`config.mk`:
```
export PLATFORM = sky130hd
export DESIGN_NAME = dual_channel_down_timer
export DESIGN_NICKNAME = d
export VERILOG_FILES = /design/src/inc/timer_pkg.sv /design/src/logic/prescale_divider.sv /design/src/logic/dual_channel_down_timer.sv
export SDC_FILE = /design/constraint.sdc
export NUM_CORES = 1
export LEC_CHECK = 0
export ABC_CLOCK_PERIOD_IN_PS = 4900
export BUFFER_PORTS_ARGS = -buffer_cell sky130_fd_sc_hd__buf_2
export CAP_MARGIN = 20
export CORE_UTILIZATION = 26
export CTS_CLUSTER_DIAMETER = 120
export DETAILED_ROUTE_END_ITERATION = 16
export PLACE_DENSITY = 0.42
export SYNTH_ARGS = -nofsm -noshare
export SYNTH_HDL_FRONTEND = slang
export SYNTH_HIERARCHICAL = 1
export SYNTH_SLANG_ARGS = --single-unit
```
`constraint.sdc`:
```
create_clock -name CLK_I -period 4.9 [get_ports CLK_I]
set_clock_uncertainty 0.1 [all_clocks]
set_input_delay 0.98 -clock CLK_I [delete_from_list [all_inputs] [get_ports CLK_I]]
set_output_delay 0.98 -clock CLK_I [all_outputs]
set_load 0.05 [all_outputs]
```
`src/inc/timer_pkg.sv`:
```
// constants and types shared by the dual channel down timer
package timer_pkg;

   localparam int unsigned ADDR_WIDTH = 12;
   localparam int unsigned DATA_WIDTH = 32;
   localparam int unsigned PRESCALE_WIDTH = 8;

   // register byte offsets from timer_base_address
   localparam logic [11:0] OFF_CHANNEL0_CONTROL_STATUS = 12'h000;
   localparam logic [11:0] OFF_CHANNEL1_CONTROL_STATUS = 12'h004;
   localparam logic [11:0] OFF_CHANNEL0_RELOAD_COUNT   = 12'h008;
   localparam logic [11:0] OFF_CHANNEL1_RELOAD_COUNT   = 12'h00c;
   localparam logic [11:0] OFF_CHANNEL0_CURRENT_COUNT  = 12'h010;
   localparam logic [11:0] OFF_CHANNEL1_CURRENT_COUNT  = 12'h014;
   localparam logic [11:0] OFF_INTERRUPT_FLAG_REGISTER = 12'h018;

   // control/status field positions
   localparam int unsigned BIT_DEBUG_HOLD_OVERRIDE = 31;
   localparam int unsigned BIT_COUNTER_ENABLE      = 30;
   localparam int unsigned BIT_INTERRUPT_ENABLE    = 29;
   localparam int unsigned BIT_MODE_HI             = 28;
   localparam int unsigned BIT_MODE_LO             = 27;
   localparam int unsigned BIT_COUNTER_CLEAR       = 26;
   localparam int unsigned BIT_COUNTER_ACTIVE      = 25;
   localparam int unsigned BIT_PRESCALE_HI         = 7;
   localparam int unsigned BIT_PRESCALE_LO         = 0;

   // values after reset
   localparam logic [31:0] CONTROL_STATUS_RESET = 32'h0000_0005;
   localparam logic [7:0]  PRESCALE_RESET       = 8'h05;
   localparam logic [31:0] RELOAD_COUNT_RESET   = 32'h0000_0000;
   localparam logic [31:0] CURRENT_COUNT_RESET  = 32'h0000_0000;

   typedef enum logic [1:0] {
      MODE_ONE_SHOT      = 2'b00,
      MODE_PERIODIC      = 2'b01,
      MODE_TOGGLE        = 2'b10,
      MODE_UNINTERRUPTED = 2'b11
   } mode_t;

endpackage : timer_pkg

```
`src/logic/prescale_divider.sv`:
```
// prescale divider: turns timer input clock edges into count steps
`timescale 1ns/10ps
`default_nettype none

module prescale_divider
   import timer_pkg::*;
#(
   parameter int unsigned WIDTH = PRESCALE_WIDTH
) (
   input  wire logic             clk_i,
   input  wire logic             nrst_i,
   input  wire logic             timer_input_clock_i,
   input  wire logic             run_i,
   input  wire logic             clear_i,
   input  wire logic [WIDTH-1:0] divisor_i,
   output logic                  step_o
);

   if (WIDTH < 1 || WIDTH > 16) begin : g_width_check
      $error("prescale_divider: WIDTH must be 1 to 16");
   end

   typedef struct packed {
      logic             timer_input_clock_prev;
      logic [WIDTH-1:0] pcnt;
   } div_state_t;

   div_state_t s;
   div_state_t next_s;
   logic       edge_seen;

   always_comb begin
      next_s = s;
      step_o = 1'b0;
      edge_seen = timer_input_clock_i & ~s.timer_input_clock_prev;
      next_s.timer_input_clock_prev = timer_input_clock_i;
      if (clear_i) begin
         next_s.pcnt = '0;
      end else if (run_i && edge_seen) begin
         // divide by divisor+1; zero passes every edge
         // a prescale lowered mid-count ends the cycle instead of wrapping
         if (s.pcnt >= divisor_i) begin
            next_s.pcnt = '0;
            step_o = 1'b1;
         end else begin
            next_s.pcnt = s.pcnt + 1'b1;
         end
      end
   end

   always_ff @(posedge clk_i or negedge nrst_i) begin
      if (!nrst_i) begin
         s <= '0;
      end else begin
         s <= next_s;
      end
   end

endmodule : prescale_divider

`default_nettype wire

```
`src/logic/dual_channel_down_timer.sv`:
```
// two-channel prescaled 32-bit down timer with an APB register slave
`timescale 1ns/10ps
`default_nettype none

module dual_channel_down_timer
   import timer_pkg::*;
#(
   parameter int unsigned CHANNELS = 2
) (
   input  wire logic                  CLK_I,
   input  wire logic                  NRST_I,
   // APB slave
   input  wire logic                  PSEL_I,
   input  wire logic                  PENABLE_I,
   input  wire logic                  PWRITE_I,
   input  wire logic [ADDR_WIDTH-1:0] PADDR_I,
   input  wire logic [DATA_WIDTH-1:0] PWDATA_I,
   output logic       [DATA_WIDTH-1:0] PRDATA_O,
   output logic                        PREADY_O,
   output logic                        PSLVERR_O,
   // timer side
   input  wire logic                  TIMER_INPUT_CLOCK0_I,
   input  wire logic                  TIMER_INPUT_CLOCK1_I,
   input  wire logic                  DEBUG_ACKNOWLEDGE_INPUT_I,
   output logic                        IRQ0_O,
   output logic                        IRQ1_O,
   output logic                        TOGGLE0_O,
   output logic                        TOGGLE1_O
);

   if (CHANNELS != 2) begin : g_channels_check
      $error("dual_channel_down_timer: register map serves two channels");
   end

   // the field layout assumes these package widths; an edit to them
   // would push fields out of the word without any other warning
   if (DATA_WIDTH != 32) begin : g_data_width_check
      $error("dual_channel_down_timer: data path must be 32 bits");
   end
   if (ADDR_WIDTH != 12) begin : g_addr_width_check
      $error("dual_channel_down_timer: offsets must be 12 bits");
   end
   if (PRESCALE_WIDTH != BIT_PRESCALE_HI + 1) begin : g_prescale_check
      $error("dual_channel_down_timer: prescale width must match field");
   end

   typedef struct packed {
      logic                      debug_hold_override;
      logic                      counter_enable;
      logic                      interrupt_enable;
      logic [1:0]                mode;
      logic [PRESCALE_WIDTH-1:0] prescale;
      logic [DATA_WIDTH-1:0]     initial_count;
      logic [DATA_WIDTH-1:0]     current_count;
      logic                      expiry_flag;
      logic                      toggle;
   } chan_t;

   typedef struct packed {
      chan_t [1:0]           ch;
      logic [DATA_WIDTH-1:0] rdata;
      logic                  ready;
      logic                  slverr;
   } state_t;

   state_t s;
   state_t next_s;

   logic [1:0] timer_input_clock;
   logic [1:0] run;
   logic [1:0] step;
   logic [1:0] div_clear;
   logic [1:0] wr_ctrl;
   logic [1:0] wr_reload;
   logic       wr_flags;
   logic       setup;
   logic       access_wr;

   assign timer_input_clock = {TIMER_INPUT_CLOCK1_I, TIMER_INPUT_CLOCK0_I};

   // decode of a byte offset; used for both reads and writes
   function automatic logic addr_mapped(input logic [ADDR_WIDTH-1:0] a);
      case (a)
         OFF_CHANNEL0_CONTROL_STATUS,
         OFF_CHANNEL1_CONTROL_STATUS,
         OFF_CHANNEL0_RELOAD_COUNT,
         OFF_CHANNEL1_RELOAD_COUNT,
         OFF_CHANNEL0_CURRENT_COUNT,
         OFF_CHANNEL1_CURRENT_COUNT,
         OFF_INTERRUPT_FLAG_REGISTER: addr_mapped = 1'b1;
         default:                     addr_mapped = 1'b0;
      endcase
   endfunction : addr_mapped

   // write strobe of one register offset
   function automatic logic wr_hit(input logic                  strobe,
                                   input logic [ADDR_WIDTH-1:0] a,
                                   input logic [ADDR_WIDTH-1:0] off);
      wr_hit = strobe && a == off;
   endfunction : wr_hit

   // counter runs when enabled and not frozen by the debugger
   function automatic logic chan_running(input chan_t c, input logic dbg);
      chan_running = c.counter_enable
                     & ~(dbg & ~c.debug_hold_override);
   endfunction : chan_running

   // control/status word; clear bit self-clears, reserved bits are zero
   function automatic logic [DATA_WIDTH-1:0] ctrl_word(input chan_t c,
                                                     input logic active);
      logic [DATA_WIDTH-1:0] w;
      w = '0;
      w[BIT_DEBUG_HOLD_OVERRIDE]         = c.debug_hold_override;
      w[BIT_COUNTER_ENABLE]              = c.counter_enable;
      w[BIT_INTERRUPT_ENABLE]            = c.interrupt_enable;
      w[BIT_MODE_HI:BIT_MODE_LO]         = c.mode;
      w[BIT_COUNTER_ACTIVE]              = active;
      w[BIT_PRESCALE_HI:BIT_PRESCALE_LO] = c.prescale;
      ctrl_word = w;
   endfunction : ctrl_word

   function automatic logic [DATA_WIDTH-1:0] read_word(
         input logic [ADDR_WIDTH-1:0] a, input state_t st,
         input logic [1:0] act);
      case (a)
         OFF_CHANNEL0_CONTROL_STATUS: read_word = ctrl_word(st.ch[0], act[0]);
         OFF_CHANNEL1_CONTROL_STATUS: read_word = ctrl_word(st.ch[1], act[1]);
         OFF_CHANNEL0_RELOAD_COUNT:   read_word = st.ch[0].initial_count;
         OFF_CHANNEL1_RELOAD_COUNT:   read_word = st.ch[1].initial_count;
         // live count; only stable while the channel is disabled or frozen by the debugger
         OFF_CHANNEL0_CURRENT_COUNT:
            read_word = st.ch[0].current_count;
         OFF_CHANNEL1_CURRENT_COUNT:
            read_word = st.ch[1].current_count;
         OFF_INTERRUPT_FLAG_REGISTER: read_word = {{(DATA_WIDTH-2){1'b0}},
                                                  st.ch[1].expiry_flag,
                                                  st.ch[0].expiry_flag};
         default:                     read_word = '0;
      endcase
   endfunction : read_word

   // apb phases: data is captured in setup so every access has no wait
   assign setup     = PSEL_I & ~PENABLE_I;
   assign access_wr = PSEL_I & PENABLE_I & PWRITE_I & s.ready
                      & addr_mapped(PADDR_I);
   assign wr_flags  = wr_hit(access_wr, PADDR_I,
                             OFF_INTERRUPT_FLAG_REGISTER);

   always_comb begin
      wr_ctrl[0]   = wr_hit(access_wr, PADDR_I, OFF_CHANNEL0_CONTROL_STATUS);
      wr_ctrl[1]   = wr_hit(access_wr, PADDR_I, OFF_CHANNEL1_CONTROL_STATUS);
      wr_reload[0] = wr_hit(access_wr, PADDR_I, OFF_CHANNEL0_RELOAD_COUNT);
      wr_reload[1] = wr_hit(access_wr, PADDR_I, OFF_CHANNEL1_RELOAD_COUNT);
      for (int c = 0; c < 2; c++) begin
         run[c] = chan_running(s.ch[c], DEBUG_ACKNOWLEDGE_INPUT_I);
         // prescaler restarts on counter clear or new initial count
         div_clear[c] = (wr_ctrl[c] & PWDATA_I[BIT_COUNTER_CLEAR])
                        | wr_reload[c];
      end
   end

   // one prescaler per channel, each on its own input clock
   for (genvar g = 0; g < 2; g++) begin : g_div
      prescale_divider #(
         .WIDTH     (PRESCALE_WIDTH)
      ) u_div (
         .clk_i     (CLK_I),
         .nrst_i    (NRST_I),
         .timer_input_clock_i    (timer_input_clock[g]),
         .run_i     (run[g]),
         .clear_i   (div_clear[g]),
         .divisor_i (s.ch[g].prescale),
         .step_o    (step[g])
      );
   end

   always_comb begin
      logic expire;
      logic flag_set;
      logic flag_clr;
      expire = 1'b0;
      flag_set = 1'b0;
      flag_clr = 1'b0;
      next_s = s;

      for (int c = 0; c < 2; c++) begin
         expire = 1'b0;
         // count step from the prescaler
         if (step[c]) begin
            if (s.ch[c].current_count == '0) begin
               // first step after clear picks up the initial count
               next_s.ch[c].current_count = s.ch[c].initial_count;
            end else if (s.ch[c].current_count == 32'h0000_0001) begin
               next_s.ch[c].current_count =
                  s.ch[c].initial_count;
               expire = 1'b1;
            end else begin
               next_s.ch[c].current_count = s.ch[c].current_count - 1'b1;
            end
         end

         // every mode signals on expiry; uninterrupted mode fires as the
         // count is reloaded, i.e. on the step from 1 back to the initial count
         flag_set = expire
                    & s.ch[c].interrupt_enable;
         if (expire) begin
            case (mode_t'(s.ch[c].mode))
               MODE_ONE_SHOT:
                  next_s.ch[c].counter_enable = 1'b0;
               MODE_PERIODIC:
                  next_s.ch[c].toggle = s.ch[c].toggle;
               MODE_TOGGLE:
                  next_s.ch[c].toggle = ~s.ch[c].toggle;
               MODE_UNINTERRUPTED:
                  next_s.ch[c].toggle = s.ch[c].toggle;
               default:
                  next_s.ch[c].toggle = s.ch[c].toggle;
            endcase
         end

         // software write of control; last write beats hardware clear
         if (wr_ctrl[c]) begin
            next_s.ch[c].debug_hold_override =
               PWDATA_I[BIT_DEBUG_HOLD_OVERRIDE];
            next_s.ch[c].counter_enable      = PWDATA_I[BIT_COUNTER_ENABLE];
            next_s.ch[c].interrupt_enable    = PWDATA_I[BIT_INTERRUPT_ENABLE];
            next_s.ch[c].mode     = PWDATA_I[BIT_MODE_HI:BIT_MODE_LO];
            next_s.ch[c].prescale = PWDATA_I[BIT_PRESCALE_HI:BIT_PRESCALE_LO];
            if (PWDATA_I[BIT_COUNTER_CLEAR]) begin
               next_s.ch[c].current_count  = '0;
               next_s.ch[c].counter_enable = 1'b0;
               next_s.ch[c].toggle         = 1'b0;
            end
         end

         // new initial count aborts the run regardless of enable;
         // a zero here leaves the counter idle at zero
         if (wr_reload[c]) begin
            next_s.ch[c].initial_count = PWDATA_I;
            next_s.ch[c].current_count = PWDATA_I;
         end

         // sticky flag: a set in the clearing cycle survives
         flag_clr = wr_flags & PWDATA_I[c];
         next_s.ch[c].expiry_flag = (s.ch[c].expiry_flag & ~flag_clr)
                                    | flag_set;
      end

      // apb response, registered so every bus output is a flop
      next_s.ready  = setup & ~s.ready;
      next_s.slverr = setup & ~s.ready & ~addr_mapped(PADDR_I);
      if (setup && !PWRITE_I) begin
         next_s.rdata = read_word(PADDR_I, s, run);
      end else if (!PSEL_I) begin
         next_s.rdata = '0;
      end
   end

   always_ff @(posedge CLK_I or negedge NRST_I) begin
      if (!NRST_I) begin
         s <= '0;
         for (int c = 0; c < 2; c++) begin
            s.ch[c].prescale      <= PRESCALE_RESET;
            s.ch[c].initial_count <= RELOAD_COUNT_RESET;
            s.ch[c].current_count <= CURRENT_COUNT_RESET;
         end
      end else begin
         s <= next_s;
      end
   end

   assign PRDATA_O  = s.rdata;
   assign PREADY_O  = s.ready;
   assign PSLVERR_O = s.slverr;
   assign IRQ0_O    = s.ch[0].expiry_flag;
   assign IRQ1_O    = s.ch[1].expiry_flag;
   assign TOGGLE0_O = s.ch[0].toggle;
   assign TOGGLE1_O = s.ch[1].toggle;

endmodule : dual_channel_down_timer

`default_nettype wire

```
# After elaboration in Yosys (flattened, before gate mapping)
# Index checks and enable logic that the tools add are counted.
dict set report word_totals {
  regBits 210
  input_bits 52
  out_inout_bits 38
  word_cells 152
}
dict set report op_classes {
  addsub 4
  magnitude_cmp 2
  n_eq_ne 11
  n_mux 49
  n_bitwise 38
  reduce_logical 23
}
# cell count
set ops {}
lappend ops {{$mux W32} 14}
lappend ops {{$pmux W32 S7} 1}
lappend ops {{$eq A32 B1 Y1 const B} 2}
lappend ops {{$logic_not A32 Y1} 2}
lappend ops {{$sub A32 B1 Y32 const B} 2}
lappend ops {{$mux W8} 6}
lappend ops {{$eq A12 B5 Y1 const B} 3}
lappend ops {{$mux W1} 26}
lappend ops {{$eq A12 B4 Y1 const B} 2}
lappend ops {{$mux W12} 2}
lappend ops {{$and A1 B1 Y1} 21}
lappend ops {{$add A8 B1 Y8 const B} 2}
lappend ops {{$ge A8 B8 Y1} 2}
lappend ops {{$not A1 Y1} 13}
lappend ops {{$eq A12 B3 Y1 const B} 1}
lappend ops {{$logic_not A12 Y1} 1}
lappend ops {{$reduce_bool A2 Y1} 6}
lappend ops {{$logic_and A1 B1 Y1} 8}
lappend ops {{$reduce_or A7 Y1} 1}
lappend ops {{$eq A2 B2 Y1 const B} 2}
lappend ops {{$logic_not A2 Y1} 2}
lappend ops {{$or A1 B1 Y1} 4}
lappend ops {{$reduce_and A2 Y1} 2}
lappend ops {{$ne A2 B1 Y1 const B} 1}
lappend ops {{$logic_not A1 Y1} 1}

# Logic depth before layout (Yosys ltp)
dict set report logic_depth {
  ltp_word 12
  depth_mapped 13
}

# Modules after synthesis
# Netlist, hierarchy kept.
# mod instances cells_each area_per_inst_um2
set modules_own_cells {}
lappend modules_own_cells {dual_channel_down_timer 1 1255 11214.5}
lappend modules_own_cells {prescale_divider 2 78 720.7}

# Least setup slack after synthesis
# Ideal clock, no wire load.
dict set report synth_path {
  path_type {in2reg}
  from {in PADDR_I[10]}
  to {reg s[36] (netlist bit)}
  setup_time_ns 0.137
  arrival_time_ns 3.340
  setup_slack_ns 1.323
  path_stages 10
  cell_sequence {nor4_4 > nand2_1 > a2111oi_1 > nand4bb_1 > a21oi_1 > clkbuf_1 > clkbuf_1 > clkbuf_1 > a311oi_1 > o21ai_0}
}
# item line_no
set synth_rtl {}
lappend synth_rtl {{start: declaration} dual_channel_down_timer.sv:16} ;# input wire logic [ADDR_WIDTH-1:0] PADDR_I,
lappend synth_rtl {{end signal: assignment} dual_channel_down_timer.sv:268} ;# s <= next_s;
lappend synth_rtl {{end: declaration} dual_channel_down_timer.sv:66} ;# state_t s;

==> impl_metrics.tcl <==
set metrics [dict create \
    cp.required_ns 5.23 \
    cts_resized 0 \
    yosys.area.top_type "dfrtp_1" \
    antenna_found_initial 3 \
    cp-end-kind "flip-flop" \
    stdcell_area_um2 14440 \
    multi_input_area_um2 6573 \
    min_period_ns 3.680 \
    areaGrowthSynthToFinish_pct 14.08 \
    n_antenna_cell 0 \
    synthDistinctLibCells 92 \
    synth_compound_area_frac 0.2165 \
    synthTopCellsByArea "dfrtp_1 41%, nand2_1 7.9%, o21ai_0 3.5%" \
    clockBufferDepth 3 \
    synth_top_family_by_area "simple AND/OR/NAND/NOR gates" \
    arrival_ns 4.01 \
    dieHeight_um 222.6 \
    synthesis.area_um2 12660 \
    yosysTopAreaCellShare 0.4073 \
    synth_async_sr_flop_share 1.000 \
    cts_made_buffers 27 \
    coreArea_um2 47850 \
    root_buffer "clkbuf_16" \
    synthFlopType "dfrtp_1" \
    cts-htree-levels 1 \
    dp_hpwl_um 36300 \
    port_buffers 89 \
    io_pins 90 \
    die_x_um 222.6 \
    ys_warn_count 6 \
    peakVddDrop_mv 0.2966 \
    worst_pin_slew_ns 1.131 \
    num_rows 80 \
    grt_pass1_vias 11010 \
    finalSetupViolations 0 \
    cts_setup_buffers 0 \
    clk_pin_slew_ns 0.06 \
    grt_pass1_wl_um 73620 \
    synthMuxAreaShare 0.02778 \
    via_count 11360 \
    yosysSeqAreaShare 0.4156 \
    grt_overflow 0 \
    pwr_density_cell_nw_per_um2 278.8 \
    syn_nets 1485 \
    fillers 5074 \
    initial_core_util 0.2645 \
    startpoint_type "input port" \
    hold_violations 0 \
    synth_cells 1411 \
    synth.most_common_cell "nand2_1" \
    drt-wirelength-per-cell_um 23.70 \
    grt_max_degree 113 \
    gp_congestion 0.9073 \
    first_pass_iters 7 \
    regArea_um2 5260 \
    run_status "finished clean" \
    vias_per_cell 5.470 \
    tritoncts "done" \
    rsz0062_at_grt "false" \
    synth_commonest_cells "268 x nand2_1, 206 x dfrtp_1, 89 x o21ai_0" \
    syn_area_per_cell_um2 8.969 \
    place_area_um2 13490 \
    ys_seq_elements 210 \
    crit_fanout 12 \
    tns_ns 0 \
    drtIter0Drc 937 \
    max_freq_mhz 271.7 \
    p_leak_nw 6.388 \
    worstSkewPairLatency_ns 0.55 \
    nets 1515 \
    layout-drive-gt1-share 0.1752 \
    clkSinkCount 210 \
    post-route-period-util 0.7511 \
    synth_edf_count 0 \
    synth-adder-area-share 0.02175 \
    relSlewSlack 0.2405 \
    hp-class "input port to asynchronous set/reset pin" \
    die_area_um2 49560 \
    cts.hold.buffers_added 0 \
    synth-xor-area-share 0.004844 \
    critPathKind "input port to flip-flop" \
    grt.total_usage 0.1962 \
    maxCapViolCount 0 \
    antenna_left 0 \
    wirelength_um 49200 \
    synth-simple-area-share 0.2452 \
    drv_slew 0 \
    drcViolationCount 0 \
]
cells by family after synthesis:
family	Yosys count
simple gates	601
compound gates	381
flops	210
buf+inv	158
mux	32
fa+ha+maj	22
xor+xnor	7
path summary, 6_finish.rpt:
| kind | startpoint | end | slack [ns] | cells past startpoint |
|---|---|---|---|---|
| max | PSEL_I | s[145]$_DFF_PN0_ | 1.22 | 11 |
| max in group asynchronous | NRST_I | s[102]$_DFFE_PN1P_ | 3.40 | 2 |
| min reg2reg | PREADY_O$_DFF_PN0_ | PREADY_O$_DFF_PN0_ | 0.36 | 1 |
| min | NRST_I | g_div[1].u_div/s[3]$_DFFE_PN0P_ | 0.34 | 1 |
| min in group CLK_I | PREADY_O$_DFF_PN0_ | PREADY_O$_DFF_PN0_ | 0.36 | 1 |
| max reg2reg | PREADY_O$_DFF_PN0_ | s[145]$_DFF_PN0_ | 1.42 | 10 |
state kept, by name (all words and copies together) (netlist names):
| register | count |
|---|---|
| IRQ0_O | 1 |
| g_div.u_div/s | 18 |
| IRQ1_O | 1 |
| s | 154 |
| TOGGLE0_O | 1 |
| TOGGLE1_O | 1 |
| PRDATA_O | 32 |
| PSLVERR_O | 1 |
| PREADY_O | 1 |
stage by stage:
stage	instances	hold WS, ns	util	worst slack (ns)	power (mW)
4_1_cts	2076	0.3693	0.3018	1.282	4.079
2_1_floorplan	1411	0.3506	-	1.323	1.799
3_5_place_dp	2027	0.3596	0.2819	0.7097	1.908
5_1_grt	2076	0.4032	0.3018	1.136	4.146
3_3_place_gp	2026	0.3539	0.2816	0.7600	1.908
6_report	2076	0.3366	0.3018	1.220	4.026
power breakdown:
group / switching [mW] / leakage (nW) / total (mW) / internal (mW)
clock network: 0.818 / 0.475 / 2.15 / 1.34
logic: 0.105 / 3.07 / 0.135 / 0.0299
registers: 0.00119 / 2.85 / 1.74 / 1.74
final cells by class:
| type | count | share of cell area |
|---|---|---|
| Clock buffer | 39 | 0.05546 |
| Sequential cell | 210 | 0.3643 |
| Tap cell | 615 | 0.05330 |
| Multi-Input combinational cell | 1043 | 0.4552 |
| Timing Repair Buffer | 122 | 0.05156 |
| Inverter | 37 | 0.009706 |
| Clock inverter | 10 | 0.01040 |
layout by cell type (no fill, tap or decap), types with 11 or more instances in the layout:
| cell | instances |
|---|---|
| a21o_1 | 18 |
| a21oi_1 | 22 |
| a221oi_1 | 18 |
| a22o_1 | 33 |
| a22oi_1 | 34 |
| a31oi_1 | 23 |
| and3_1 | 11 |
| buf_2 | 88 |
| buf_4 | 29 |
| clkbuf_16 | 27 |
| dfrtp_1 | 206 |
| ha_1 | 22 |
| inv_1 | 36 |
| mux2_2 | 25 |
| nand2_1 | 268 |
| nand2b_1 | 12 |
| nand3_1 | 54 |
| nand3b_1 | 18 |
| nand4_1 | 16 |
| nor2_1 | 52 |
| nor3_1 | 40 |
| nor4_1 | 22 |
| o211ai_1 | 25 |
| o21ai_0 | 89 |
| o21ai_1 | 12 |
| o31ai_1 | 18 |
| or2_2 | 12 |
| or3_1 | 21 |
metal layers:
metal	routed length (um)	part of all wire	GRT usage
met4	1299	0.026	0.05384
met2	22770	0.46	0.3160
met1	22530	0.46	0.2729
met3	2597	0.053	0.02790
met5	0	0	0
critical path: stages:
cell       delay, ns
buf_2           0.11
and4_1          0.27
nand3_2         0.28
or3_1           0.20
clkinv_2        0.22
nand4bb_1       0.35
a21oi_4         0.43
nand4b_1        0.19
or4_2           0.68
a22oi_1         0.20
a21oi_1         0.09
No activity file was read; power rests on OpenSTA's default activity.
